--- src/hw/ofp_pkg.sv ---
// Shared constants, types and decode for the output fault protection block
package ofp_pkg;

  localparam int CH_COUNT_DEF = 2;
  localparam int ADDR_W       = 8;
  localparam int DATA_W       = 32;

  // Register byte offsets, one aligned word each
  localparam logic [ADDR_W-1:0] CFG_BASE_OFS      = 8'h00;
  localparam logic [ADDR_W-1:0] CFG_STRIDE        = 8'h04;
  localparam logic [ADDR_W-1:0] CHANNEL_FAULT_OFS = 8'h08;
  localparam logic [ADDR_W-1:0] IRQ_STAT_OFS      = 8'h0C;
  localparam logic [ADDR_W-1:0] IRQ_MASK_OFS      = 8'h10;
  localparam logic [ADDR_W-1:0] CTRL_OFS          = 8'h14;

  // Channel configuration word
  localparam int CFG_THR_LSB   = 0;
  localparam int THR_W         = 4;
  localparam int CFG_OVLAT_BIT = 4;

  // Fault nibble per channel, channel n at bit 4*n
  localparam int FLT_OV    = 0;
  localparam int FLT_OC    = 1;
  localparam int FLT_OL    = 2;
  localparam int FLT_SHORT = 3;
  localparam int FLT_W     = 4;

  // Reset values
  localparam logic [THR_W-1:0] THR_RESET   = 4'h2;
  localparam logic             OVLAT_RESET = 1'b0;

  // Consecutive-cycle filter lengths
  localparam int SHORT_FILT_CYC = 8;
  localparam int BOOST_FILT_CYC = 2;
  localparam int OL_FILT_CYC    = 8;

  // Short threshold scale, millivolts
  localparam int THR_MV_W                  = 10;
  localparam logic [THR_MV_W-1:0] STEP_MV  = 10'h02D;
  localparam logic [THR_MV_W-1:0] CODE0_MV = 10'h2D6;

  // Comparator results of one channel, all from the analog front end
  typedef struct packed {
    logic fb_below_short;
    logic fb_above_ov;
    logic fb_below_ov_hys;
    logic sns_above_oc_rise;
    logic sns_below_oc_fall;
    logic fb_above_ol;
    logic sns_below_ol;
    logic sns_above_short;
    logic sns_high_low;
    logic ss_released;
  } ofp_cmp_t;

  localparam int CMP_W = $bits(ofp_cmp_t);

  // Code n selects n steps; code 0 is the top step
  function automatic logic [THR_MV_W-1:0] ofp_short_th_mv(input logic [THR_W-1:0] code);
    logic [THR_MV_W-1:0] v;
    v = STEP_MV * THR_MV_W'(code);
    if (code == '0) begin
      v = CODE0_MV;
    end
    return v;
  endfunction

endpackage

--- src/hw/ofp_sync.sv ---
// Two-stage synchroniser for comparator and pin levels
`timescale 1ns/1ps
module ofp_sync #(
  parameter int WIDTH = 1
) (
  input  wire logic             clk,
  input  wire logic             rst,
  input  wire logic [WIDTH-1:0] din,
  output logic      [WIDTH-1:0] dout
);
  logic [WIDTH-1:0] meta_reg;
  logic [WIDTH-1:0] sync_reg;

  // First stage feeds only the second stage
  always_ff @(posedge clk) begin
    if (rst) begin
      meta_reg <= '0;
      sync_reg <= '0;
    end else begin
      meta_reg <= din;
      sync_reg <= meta_reg;
    end
  end

  assign dout = sync_reg;
endmodule

--- src/hw/ofp_filter.sv ---
// Consecutive-cycle qualifier: output high once input held LEN cycles
`timescale 1ns/1ps
module ofp_filter #(
  parameter int LEN = 8
) (
  input  wire logic clk,
  input  wire logic rst,
  input  wire logic din,
  output logic      dout
);
  localparam int CW = $clog2(LEN + 1);
  localparam logic [CW-1:0] LEN_C = CW'(LEN);

  logic [CW-1:0] cnt_reg;

  // Any low cycle restarts the count
  always_ff @(posedge clk) begin
    if (rst || !din) begin
      cnt_reg <= '0;
    end else if (cnt_reg != LEN_C) begin
      cnt_reg <= cnt_reg + CW'(1);
    end
  end

  assign dout = din && (cnt_reg == LEN_C);
endmodule

--- src/hw/ofp_top.sv ---
// Output fault protection for a multi-channel LED converter: filters, flags, gating, registers
//
// Strobed register access and the placing of the registers were left to the implementer.
`timescale 1ns/1ps

// Notes on behaviour
// - Each channel has a four-bit short threshold select with sixteen settings.
// - Code n gives n steps of 45 mV, code 0 the top step; reset 2.
// - Overvoltage detection ignores the short threshold select.
// - Overvoltage sets the flag and turns both switches off.
// - Without latch, switching resumes once feedback falls below threshold minus hysteresis.
// - With latch, flag and stop hold until software writes the clear-latch bit.
// - Overcurrent sets the flag and turns both switches off.
// - Overcurrent ends by itself once the sense difference drops below the falling level.
// - Open load needs both its conditions for at least 8 consecutive cycles.
// - Open load is ignored until the soft-start ramp reaches its release level.
// - Open load sets its flag and leaves the gate drivers running.
// - Overvoltage and open-load flags are evaluated independently and may coexist.
// - Buck uses the pin as current monitor; boost drives the input disconnect.
// - When a short ends, regulation restarts through soft start.
// - Feedback below the short threshold for 8 cycles is a short.
// - In boost, sense too high or high node too low for 2 cycles is a short.
// - A short sets its flag and stops the gate drivers.
// - Feedback short detection is ignored until soft start reaches its release level.
module ofp_top
  import ofp_pkg::*;
#(
  parameter int CH_COUNT = CH_COUNT_DEF
) (
  input  wire logic                         MCLK,
  input  wire logic                         RST,
  input  wire logic [ADDR_W-1:0]            ADDR,
  input  wire logic [DATA_W-1:0]            WDATA,
  input  wire logic                         WR,
  input  wire logic                         RD,
  output logic      [DATA_W-1:0]            RDATA,
  input  wire ofp_cmp_t [CH_COUNT-1:0]      CMP,
  input  wire logic [CH_COUNT-1:0]          TOPOLOGY_SELECT,
  output logic      [CH_COUNT-1:0]          GATE_ENABLE,
  output logic      [CH_COUNT-1:0]          SOFT_START_REQ,
  output logic      [CH_COUNT*THR_W-1:0]    SHORT_TH_CODE,
  output logic      [CH_COUNT*THR_MV_W-1:0] SHORT_TH_MV,
  output logic      [CH_COUNT-1:0]          MON_CURRENT_EN,
  output logic      [CH_COUNT-1:0]          MON_DISC_O,
  output logic      [CH_COUNT-1:0]          MON_DISC_OE,
  output logic                              IRQ
);

  localparam int SYNC_W = CH_COUNT * CMP_W + CH_COUNT;
  localparam int FLT_ALL = CH_COUNT * FLT_W;

  function automatic logic [ADDR_W-1:0] cfg_addr(input int ch);
    return CFG_BASE_OFS + ADDR_W'(ch) * CFG_STRIDE;
  endfunction

  ofp_cmp_t [CH_COUNT-1:0] cmp_s;
  logic     [CH_COUNT-1:0] boost_s;
  logic     [SYNC_W-1:0]   sync_out;

  logic [THR_W-1:0]    thr_sel_reg [CH_COUNT];
  logic [CH_COUNT-1:0] ov_lat_reg;
  logic [FLT_ALL-1:0]  irq_stat_reg;
  logic [FLT_ALL-1:0]  irq_mask_reg;
  logic [FLT_ALL-1:0]  fault_vec;
  logic [FLT_ALL-1:0]  fault_prev_reg;
  logic [DATA_W-1:0]   rdata_reg;
  logic [DATA_W-1:0]   rdata_next;
  logic [CH_COUNT-1:0] clr_lat;
  logic                wr_stat;
  logic                wr_mask;
  logic                wr_ctrl;
  logic [CH_COUNT-1:0] wr_cfg;
  logic [FLT_ALL-1:0]  flt_rise;

  // Comparators and mode straps come from analog or pins
  ofp_sync #(
    .WIDTH (SYNC_W)
  ) u_sync (
    .clk  (MCLK),
    .rst  (RST),
    .din  ({TOPOLOGY_SELECT, CMP}),
    .dout (sync_out)
  );

  assign cmp_s   = sync_out[CH_COUNT*CMP_W-1:0];
  assign boost_s = sync_out[SYNC_W-1:CH_COUNT*CMP_W];

  // One strobe per register; the channel configuration strobes are decoded in the channel loop
  assign wr_stat = WR && (ADDR == IRQ_STAT_OFS);
  assign wr_mask = WR && (ADDR == IRQ_MASK_OFS);
  assign wr_ctrl = WR && (ADDR == CTRL_OFS);
  assign clr_lat = wr_ctrl ? WDATA[CH_COUNT-1:0] : '0;

  // Channel configuration
  always_ff @(posedge MCLK) begin
    if (RST) begin
      for (int c = 0; c < CH_COUNT; c++) begin
        thr_sel_reg[c] <= THR_RESET;
        ov_lat_reg[c]  <= OVLAT_RESET;
      end
    end else if (WR) begin
      for (int c = 0; c < CH_COUNT; c++) begin
        if (wr_cfg[c]) begin
          thr_sel_reg[c] <= WDATA[CFG_THR_LSB +: THR_W];
          ov_lat_reg[c]  <= WDATA[CFG_OVLAT_BIT];
        end
      end
    end
  end

  genvar g;
  generate
    for (g = 0; g < CH_COUNT; g++) begin : g_ch
      logic                fb_short_raw;
      logic                boost_short_raw;
      logic                ol_raw;
      logic                fb_short_q;
      logic                boost_short_q;
      logic                ol_q;
      logic                short_det;
      logic                ov_reg;
      logic                oc_reg;
      logic                short_reg;
      logic                ss_req_reg;
      logic                gate_reg;
      logic                disc_reg;
      logic [THR_MV_W-1:0] th_mv_reg;

      assign fb_short_raw    = cmp_s[g].fb_below_short && cmp_s[g].ss_released;
      assign boost_short_raw = boost_s[g] && (cmp_s[g].sns_above_short || cmp_s[g].sns_high_low);
      assign ol_raw          = cmp_s[g].fb_above_ol && cmp_s[g].sns_below_ol && cmp_s[g].ss_released;

      ofp_filter #(
        .LEN (SHORT_FILT_CYC)
      ) u_fb_short (
        .clk  (MCLK),
        .rst  (RST),
        .din  (fb_short_raw),
        .dout (fb_short_q)
      );

      ofp_filter #(
        .LEN (BOOST_FILT_CYC)
      ) u_boost_short (
        .clk  (MCLK),
        .rst  (RST),
        .din  (boost_short_raw),
        .dout (boost_short_q)
      );

      ofp_filter #(
        .LEN (OL_FILT_CYC)
      ) u_open_load (
        .clk  (MCLK),
        .rst  (RST),
        .din  (ol_raw),
        .dout (ol_q)
      );

      assign short_det = fb_short_q || boost_short_q;

      // Configuration word strobe of this channel
      assign wr_cfg[g] = WR && (ADDR == cfg_addr(g));

      // Overvoltage uses its own fixed comparator, not the short threshold
      always_ff @(posedge MCLK) begin
        if (RST) begin
          ov_reg <= 1'b0;
        end else if (cmp_s[g].fb_above_ov) begin
          ov_reg <= 1'b1;
        end else if (ov_lat_reg[g]) begin
          if (clr_lat[g]) begin
            ov_reg <= 1'b0;
          end
        end else if (cmp_s[g].fb_below_ov_hys) begin
          ov_reg <= 1'b0;
        end
      end

      always_ff @(posedge MCLK) begin
        if (RST) begin
          oc_reg <= 1'b0;
        end else if (cmp_s[g].sns_above_oc_rise) begin
          oc_reg <= 1'b1;
        end else if (cmp_s[g].sns_below_oc_fall) begin
          oc_reg <= 1'b0;
        end
      end

      // Short follows the qualified condition; its end requests a soft start
      always_ff @(posedge MCLK) begin
        if (RST) begin
          short_reg  <= 1'b0;
          ss_req_reg <= 1'b0;
        end else begin
          short_reg  <= short_det;
          ss_req_reg <= short_reg && !short_det;
        end
      end

      // Open load never reaches the gate term
      always_ff @(posedge MCLK) begin
        if (RST) begin
          gate_reg <= 1'b0;
        end else begin
          gate_reg <= !(ov_reg || oc_reg || short_reg);
        end
      end

      // Drive high disconnects the input in boost while shorted
      always_ff @(posedge MCLK) begin
        if (RST) begin
          disc_reg <= 1'b0;
        end else begin
          disc_reg <= boost_s[g] && short_reg;
        end
      end

      // Registered so the threshold DAC never sees decode glitches on a write
      always_ff @(posedge MCLK) begin
        if (RST) begin
          th_mv_reg <= ofp_short_th_mv(THR_RESET);
        end else begin
          th_mv_reg <= ofp_short_th_mv(thr_sel_reg[g]);
        end
      end

      assign fault_vec[g*FLT_W + FLT_OV]    = ov_reg;
      assign fault_vec[g*FLT_W + FLT_OC]    = oc_reg;
      assign fault_vec[g*FLT_W + FLT_OL]    = ol_q;
      assign fault_vec[g*FLT_W + FLT_SHORT] = short_reg;

      assign GATE_ENABLE[g]                         = gate_reg;
      assign SOFT_START_REQ[g]                      = ss_req_reg;
      assign SHORT_TH_CODE[g*THR_W +: THR_W]        = thr_sel_reg[g];
      assign SHORT_TH_MV[g*THR_MV_W +: THR_MV_W]    = th_mv_reg;
      assign MON_CURRENT_EN[g]                      = !boost_s[g];
      assign MON_DISC_OE[g]                         = boost_s[g];
      assign MON_DISC_O[g]                          = disc_reg;
    end
  endgenerate

  // Rising edge of any fault flag is an interrupt event
  always_ff @(posedge MCLK) begin
    if (RST) begin
      fault_prev_reg <= '0;
    end else begin
      fault_prev_reg <= fault_vec;
    end
  end

  // Edges only, so a standing fault raises one event
  assign flt_rise = fault_vec & ~fault_prev_reg;

  // Set wins over a write-one-to-clear in the same cycle
  always_ff @(posedge MCLK) begin
    if (RST) begin
      irq_stat_reg <= '0;
    end else begin
      if (wr_stat) begin
        irq_stat_reg <= (irq_stat_reg & ~WDATA[FLT_ALL-1:0]) | flt_rise;
      end else begin
        irq_stat_reg <= irq_stat_reg | flt_rise;
      end
    end
  end

  always_ff @(posedge MCLK) begin
    if (RST) begin
      irq_mask_reg <= '0;
    end else if (wr_mask) begin
      irq_mask_reg <= WDATA[FLT_ALL-1:0];
    end
  end

  assign IRQ = |(irq_stat_reg & irq_mask_reg);

  // Unmapped and write-only addresses read as zero
  always_comb begin
    rdata_next = '0;
    unique case (ADDR)
      CHANNEL_FAULT_OFS: rdata_next[FLT_ALL-1:0] = fault_vec;
      IRQ_STAT_OFS:      rdata_next[FLT_ALL-1:0] = irq_stat_reg;
      IRQ_MASK_OFS:      rdata_next[FLT_ALL-1:0] = irq_mask_reg;
      default: begin
        for (int c = 0; c < CH_COUNT; c++) begin
          if (ADDR == cfg_addr(c)) begin
            rdata_next[CFG_THR_LSB +: THR_W] = thr_sel_reg[c];
            rdata_next[CFG_OVLAT_BIT]        = ov_lat_reg[c];
          end
        end
      end
    endcase
  end

  always_ff @(posedge MCLK) begin
    if (RST) begin
      rdata_reg <= '0;
    end else if (RD) begin
      rdata_reg <= rdata_next;
    end else begin
      rdata_reg <= '0;
    end
  end

  assign RDATA = rdata_reg;

endmodule

--- config.mk ---
export PLATFORM = sky130hd
export DESIGN_NAME = ofp_top
export DESIGN_NICKNAME = d
export VERILOG_FILES = /design/src/hw/ofp_pkg.sv /design/src/hw/ofp_sync.sv /design/src/hw/ofp_filter.sv /design/src/hw/ofp_top.sv
export SDC_FILE = /design/constraint.sdc
export NUM_CORES = 1
export LEC_CHECK = 0
export BUFFER_PORTS_ARGS = -buffer_cell sky130_fd_sc_hd__buf_2
export CORE_AREA = 5 5 116 118
export CTS_CLUSTER_SIZE = 24
export DETAILED_ROUTE_END_ITERATION = 8
export DIE_AREA = 0 0 121 123
export PLACE_DENSITY_LB_ADDON = 0.2
export SLEW_MARGIN = 10
export SYNTH_ARGS = -nofsm -noshare
export SYNTH_HDL_FRONTEND = slang
export SYNTH_SLANG_ARGS = --single-unit
export TNS_END_PERCENT = 1
--- constraint.sdc ---
create_clock -name MCLK -period 2.6 [get_ports MCLK]
set_clock_uncertainty 0.05 [all_clocks]
set_input_delay 0.39 -clock MCLK [delete_from_list [all_inputs] [get_ports MCLK]]
set_output_delay 0.39 -clock MCLK [all_outputs]
set_load 0.01 [all_outputs]
==> impl_metrics.py <==
metrics = {
    "logic_synthesis": {
        "synth_flop_cell": "dfxtp_1",
        "synthAdderAreaFrac_pct": 9.80,
        "synth_top_family_by_area": "simple AND/OR/NAND/NOR gates",
        "synth-simple-area-share_pct": 19.8,
        "ys_seq_area_share_pct": 49.0,
        "syn_area_um2": 5800,
        "synth_mux_area_share_pct": 3.52,
        "syn_inst": 575,
        "yosys.cell_types.count": 54,
        "synth_compound_area_share_pct": 7.90,
        "synth_xor_area_share_pct": 2.57,
        "synth_async_sr_flop_share_pct": 0,
        "avgSynthCellArea_um2": 10.1,
        "synth_warnings": 0,
        "synth_edf_count": 8,
        "ys_seq_elements": 138,
    },
    "drt": {
        "drc": 0,
        "via_count": 4165,
        "wl_per_cell_um": 13.9,
        "first_pass_iters": 4,
        "drt_wl_total_um": 11800,
        "drt_iter0_drc": 199,
        "viasPerCell": 4.87,
        "postRouteAntennaNets": 0,
    },
    "pwr": {
        "p_int_w": 0.00393,
        "clockPowerShare_pct": 46.0,
        "pwr-share-seq_pct": 44.0,
        "p_sw_w": 0.00121,
        "power_w": 0.00514,
        "p_per_area_nw_per_um2": 733,
        "peakVddDrop_uv": 517,
        "switching_share_pct": 23.6,
        "combPwrFrac_pct": 10.0,
        "leakage_nw": 2.97,
    },
    "critical_path": {
        "cp.required_ps": 2850,
        "path_max_fanout": 4,
        "path_cells": "inv_1 -> ha_1 -> fa_1 -> ha_4 -> o21ai_0 -> o21bai_1 -> a21oi_1 -> mux2_2",
        "cp.depth": 8,
        "worst-r2r-cell-count": 8,
        "endpoint": "g_ch[1].th_mv_reg[8]",
        "critPathCaptureType": "register",
        "max_stage_delay_ps": 540,
        "r2r_end": "g_ch[1].th_mv_reg[8]",
        "critPathArrivalTime_ps": 2750,
        "r2r_setup_slack_ps": 100,
        "critPathKind": "reg -> reg",
        "crit_slowest_cell": "fa_1",
        "r2r_start": "thr_sel_reg[0][7]",
        "cp-startpoint": "thr_sel_reg[0][7]",
        "cp_num_buf_inv": 1,
        "startpoint_type": "register",
        "path_delay_family": "adder cells",
    },
    "clocking": {
        "clk_latency_ps": 410,
        "cts_buffers": 17,
        "cts_sinks": 138,
        "cts_tree": "done",
        "cts_root_buffer": "clkbuf_16",
        "cts_max_path_buffers": 2,
        "cts_htree_levels": 4,
        "clkTransAtPathRegs_ps": 60,
    },
    "sta": {
        "worst_slack_ps": 96.7,
        "holdWs_ps": 131,
        "tns_ps": 0,
        "drv_slew": 0,
        "rsz0062_at_grt": "no",
        "timing.final.crit_share_pct": 96.3,
        "fmax_ghz": 0.399,
        "setup_viol": 0,
        "tightest_slew_ps": 740,
        "finalCriticalPeriod_ps": 2500,
        "max_slew_margin_pct": 50.7,
        "finalHoldViolations": 0,
    },
    "hold_path": {
        "hp-start": "CMP[18]",
        "hold_path.class": "in -> reg",
    },
    "grt": {
        "gr-total-overflow": 0,
        "grt_max_degree": 77,
        "grt_pass1_vias": 4080,
        "grt_pass1_wl_um": 19600,
        "grt_usage_pct": 16.8,
        "antenna_found_initial": 0,
    },
    "final_layout": {
        "multi_input_area_um2": 2690,
        "area_growth_pct": 21.0,
        "antenna_cells": 0,
        "fill_cells": 1079,
        "stdcell_area_um2": 7020,
        "drive_gt1_share_pct": 23.4,
        "final_nets": 779,
        "seq_area_um2": 2840,
    },
    "floorplan": {
        "rows": 41,
        "start_util_pct": 46.9,
        "io_pins": 137,
        "core_area_um2": 12400,
        "die-height_um": 123,
        "die_area_um2": 14900,
        "die_w_um": 121,
    },
    "place": {
        "dpl_cell_area_um2": 6340,
        "port_buffers": 88,
        "dp_hpwl_um": 8830,
        "pre_cts_slack_ps": -3.07,
        "gp_congestion": 0.888,
    },
    "run": {
        "maxCapViolations": 0,
    },
    "run_status": {
        "run_status": "completed",
    },
}
==> worst min-delay path by stage <==
stage	to	cells past startpoint
2_1_floorplan	g_ch[0].oc_reg	2
3_3_place_gp	g_ch[0].oc_reg	2
3_5_place_dp	u_sync.dout[9]	1
4_1_cts	u_sync.meta_reg[18]	2
5_1_grt	u_sync.meta_reg[3]	2
6_report	u_sync.meta_reg[18]	2
==> cell type report <==
type / instances / share of cell area (%)
repair buffers: 105 / 8.09
inverters: 28 / 1.50
well taps: 172 / 3.07
multi-input cells: 380 / 38.3
flip-flops and latches: 138 / 40.5
clock inverters: 13 / 2.05
clock buffers: 19 / 6.45
==> cell usage after synthesis, drive strengths merged (8+ instances only) <==
master | number | share of area (%)
nand2 | 18 | 1.2
xnor2 | 9 | 1.4
a21oi | 15 | 1.3
ha | 39 | 8.4
nor2 | 51 | 3.3
inv | 27 | 1.7
mux2i | 17 | 2.9
nand3 | 17 | 1.5
edfxtp | 8 | 4.1
clkbuf | 14 | 0.91
o21ai | 8 | 0.69
nor3 | 19 | 1.8
nor2b | 57 | 6.1
buf | 38 | 4.6
and2 | 9 | 0.97
xor2 | 8 | 1.2
dfxtp | 130 | 45
a31o | 8 | 1.2
==> what timing repair did <==
item                       4_1_cts  5_1_grt
gates resized for setup          0        7
hold buffers                     0        0
pin swaps                        0        2
setup endpoints to repair        1        3
buffers inserted                 2        1
==> cell families after synthesis <==
kind of cell | count (synthesis)
compound gates | 67
mux | 20
fa+ha+maj | 43
xor+xnor | 17
other cells | 1
simple gates | 209
flops | 138
buf+inv | 80
==> layer usage <==
| layer | routed length, um | track usage, % |
|---|---|---|
| met3 | 825 | 5.44 |
| met2 | 5480 | 26.7 |
| met1 | 5350 | 21.4 |
| met4 | 190 | 6.73 |
| met5 | 0 | 0 |
==> cell usage in the layout (no fill, tap or decap), types with 3 or more instances in the layout <==
cell / synthesis / layout
a211oi_1: 5 / 4
a21o_1: 6 / 6
a21oi_1: 15 / 15
a22oi_1: 6 / 6
a31o_2: 8 / 8
a31oi_1: 4 / 4
and2_1: 8 / 8
buf_2: 3 / 88
buf_4: 32 / 17
clkbuf_16: 0 / 17
clkinv_4: 0 / 3
clkinvlp_4: 0 / 5
conb_1: 1 / 24
dfxtp_1: 130 / 130
edfxtp_1: 8 / 8
fa_1: 4 / 3
ha_1: 39 / 35
ha_4: 0 / 3
inv_1: 27 / 27
mux2_2: 3 / 3
mux2i_1: 17 / 17
nand2_1: 18 / 18
nand2b_1: 6 / 6
nand3_1: 17 / 17
nand4_1: 5 / 5
nor2_1: 51 / 51
nor2b_1: 57 / 57
nor3_1: 18 / 18
nor3b_1: 6 / 6
nor4_1: 3 / 3
o21ai_0: 8 / 7
o22ai_1: 4 / 4
or3_1: 5 / 5
xnor2_1: 9 / 9
xor2_1: 8 / 8
==> per-stage QoR <==
| stage | utilization, % | instances |
|---|---|---|
| 6_report | 56.8 | 855 |
| 5_1_grt | 56.8 | 855 |
| 4_1_cts | 56.2 | 854 |
| 3_5_place_dp | 51.3 | 820 |
| 3_3_place_gp | 51.3 | 820 |
| 2_1_floorplan | - | 598 |
==> power groups by stage <==
| stage | registers, W | logic, W | clock network, W |
|---|---|---|---|
| floorplan | 0.00233 | 0.000316 | 0 |
| global placement | 0.00231 | 0.000474 | 0 |
| detailed placement | 0.00231 | 0.000487 | 0 |
| CTS | 0.00226 | 0.000494 | 0.00242 |
| global route | 0.00227 | 0.000574 | 0.00253 |
| finish | 0.00226 | 0.000514 | 0.00237 |
(Power assumes the default switching activity.)
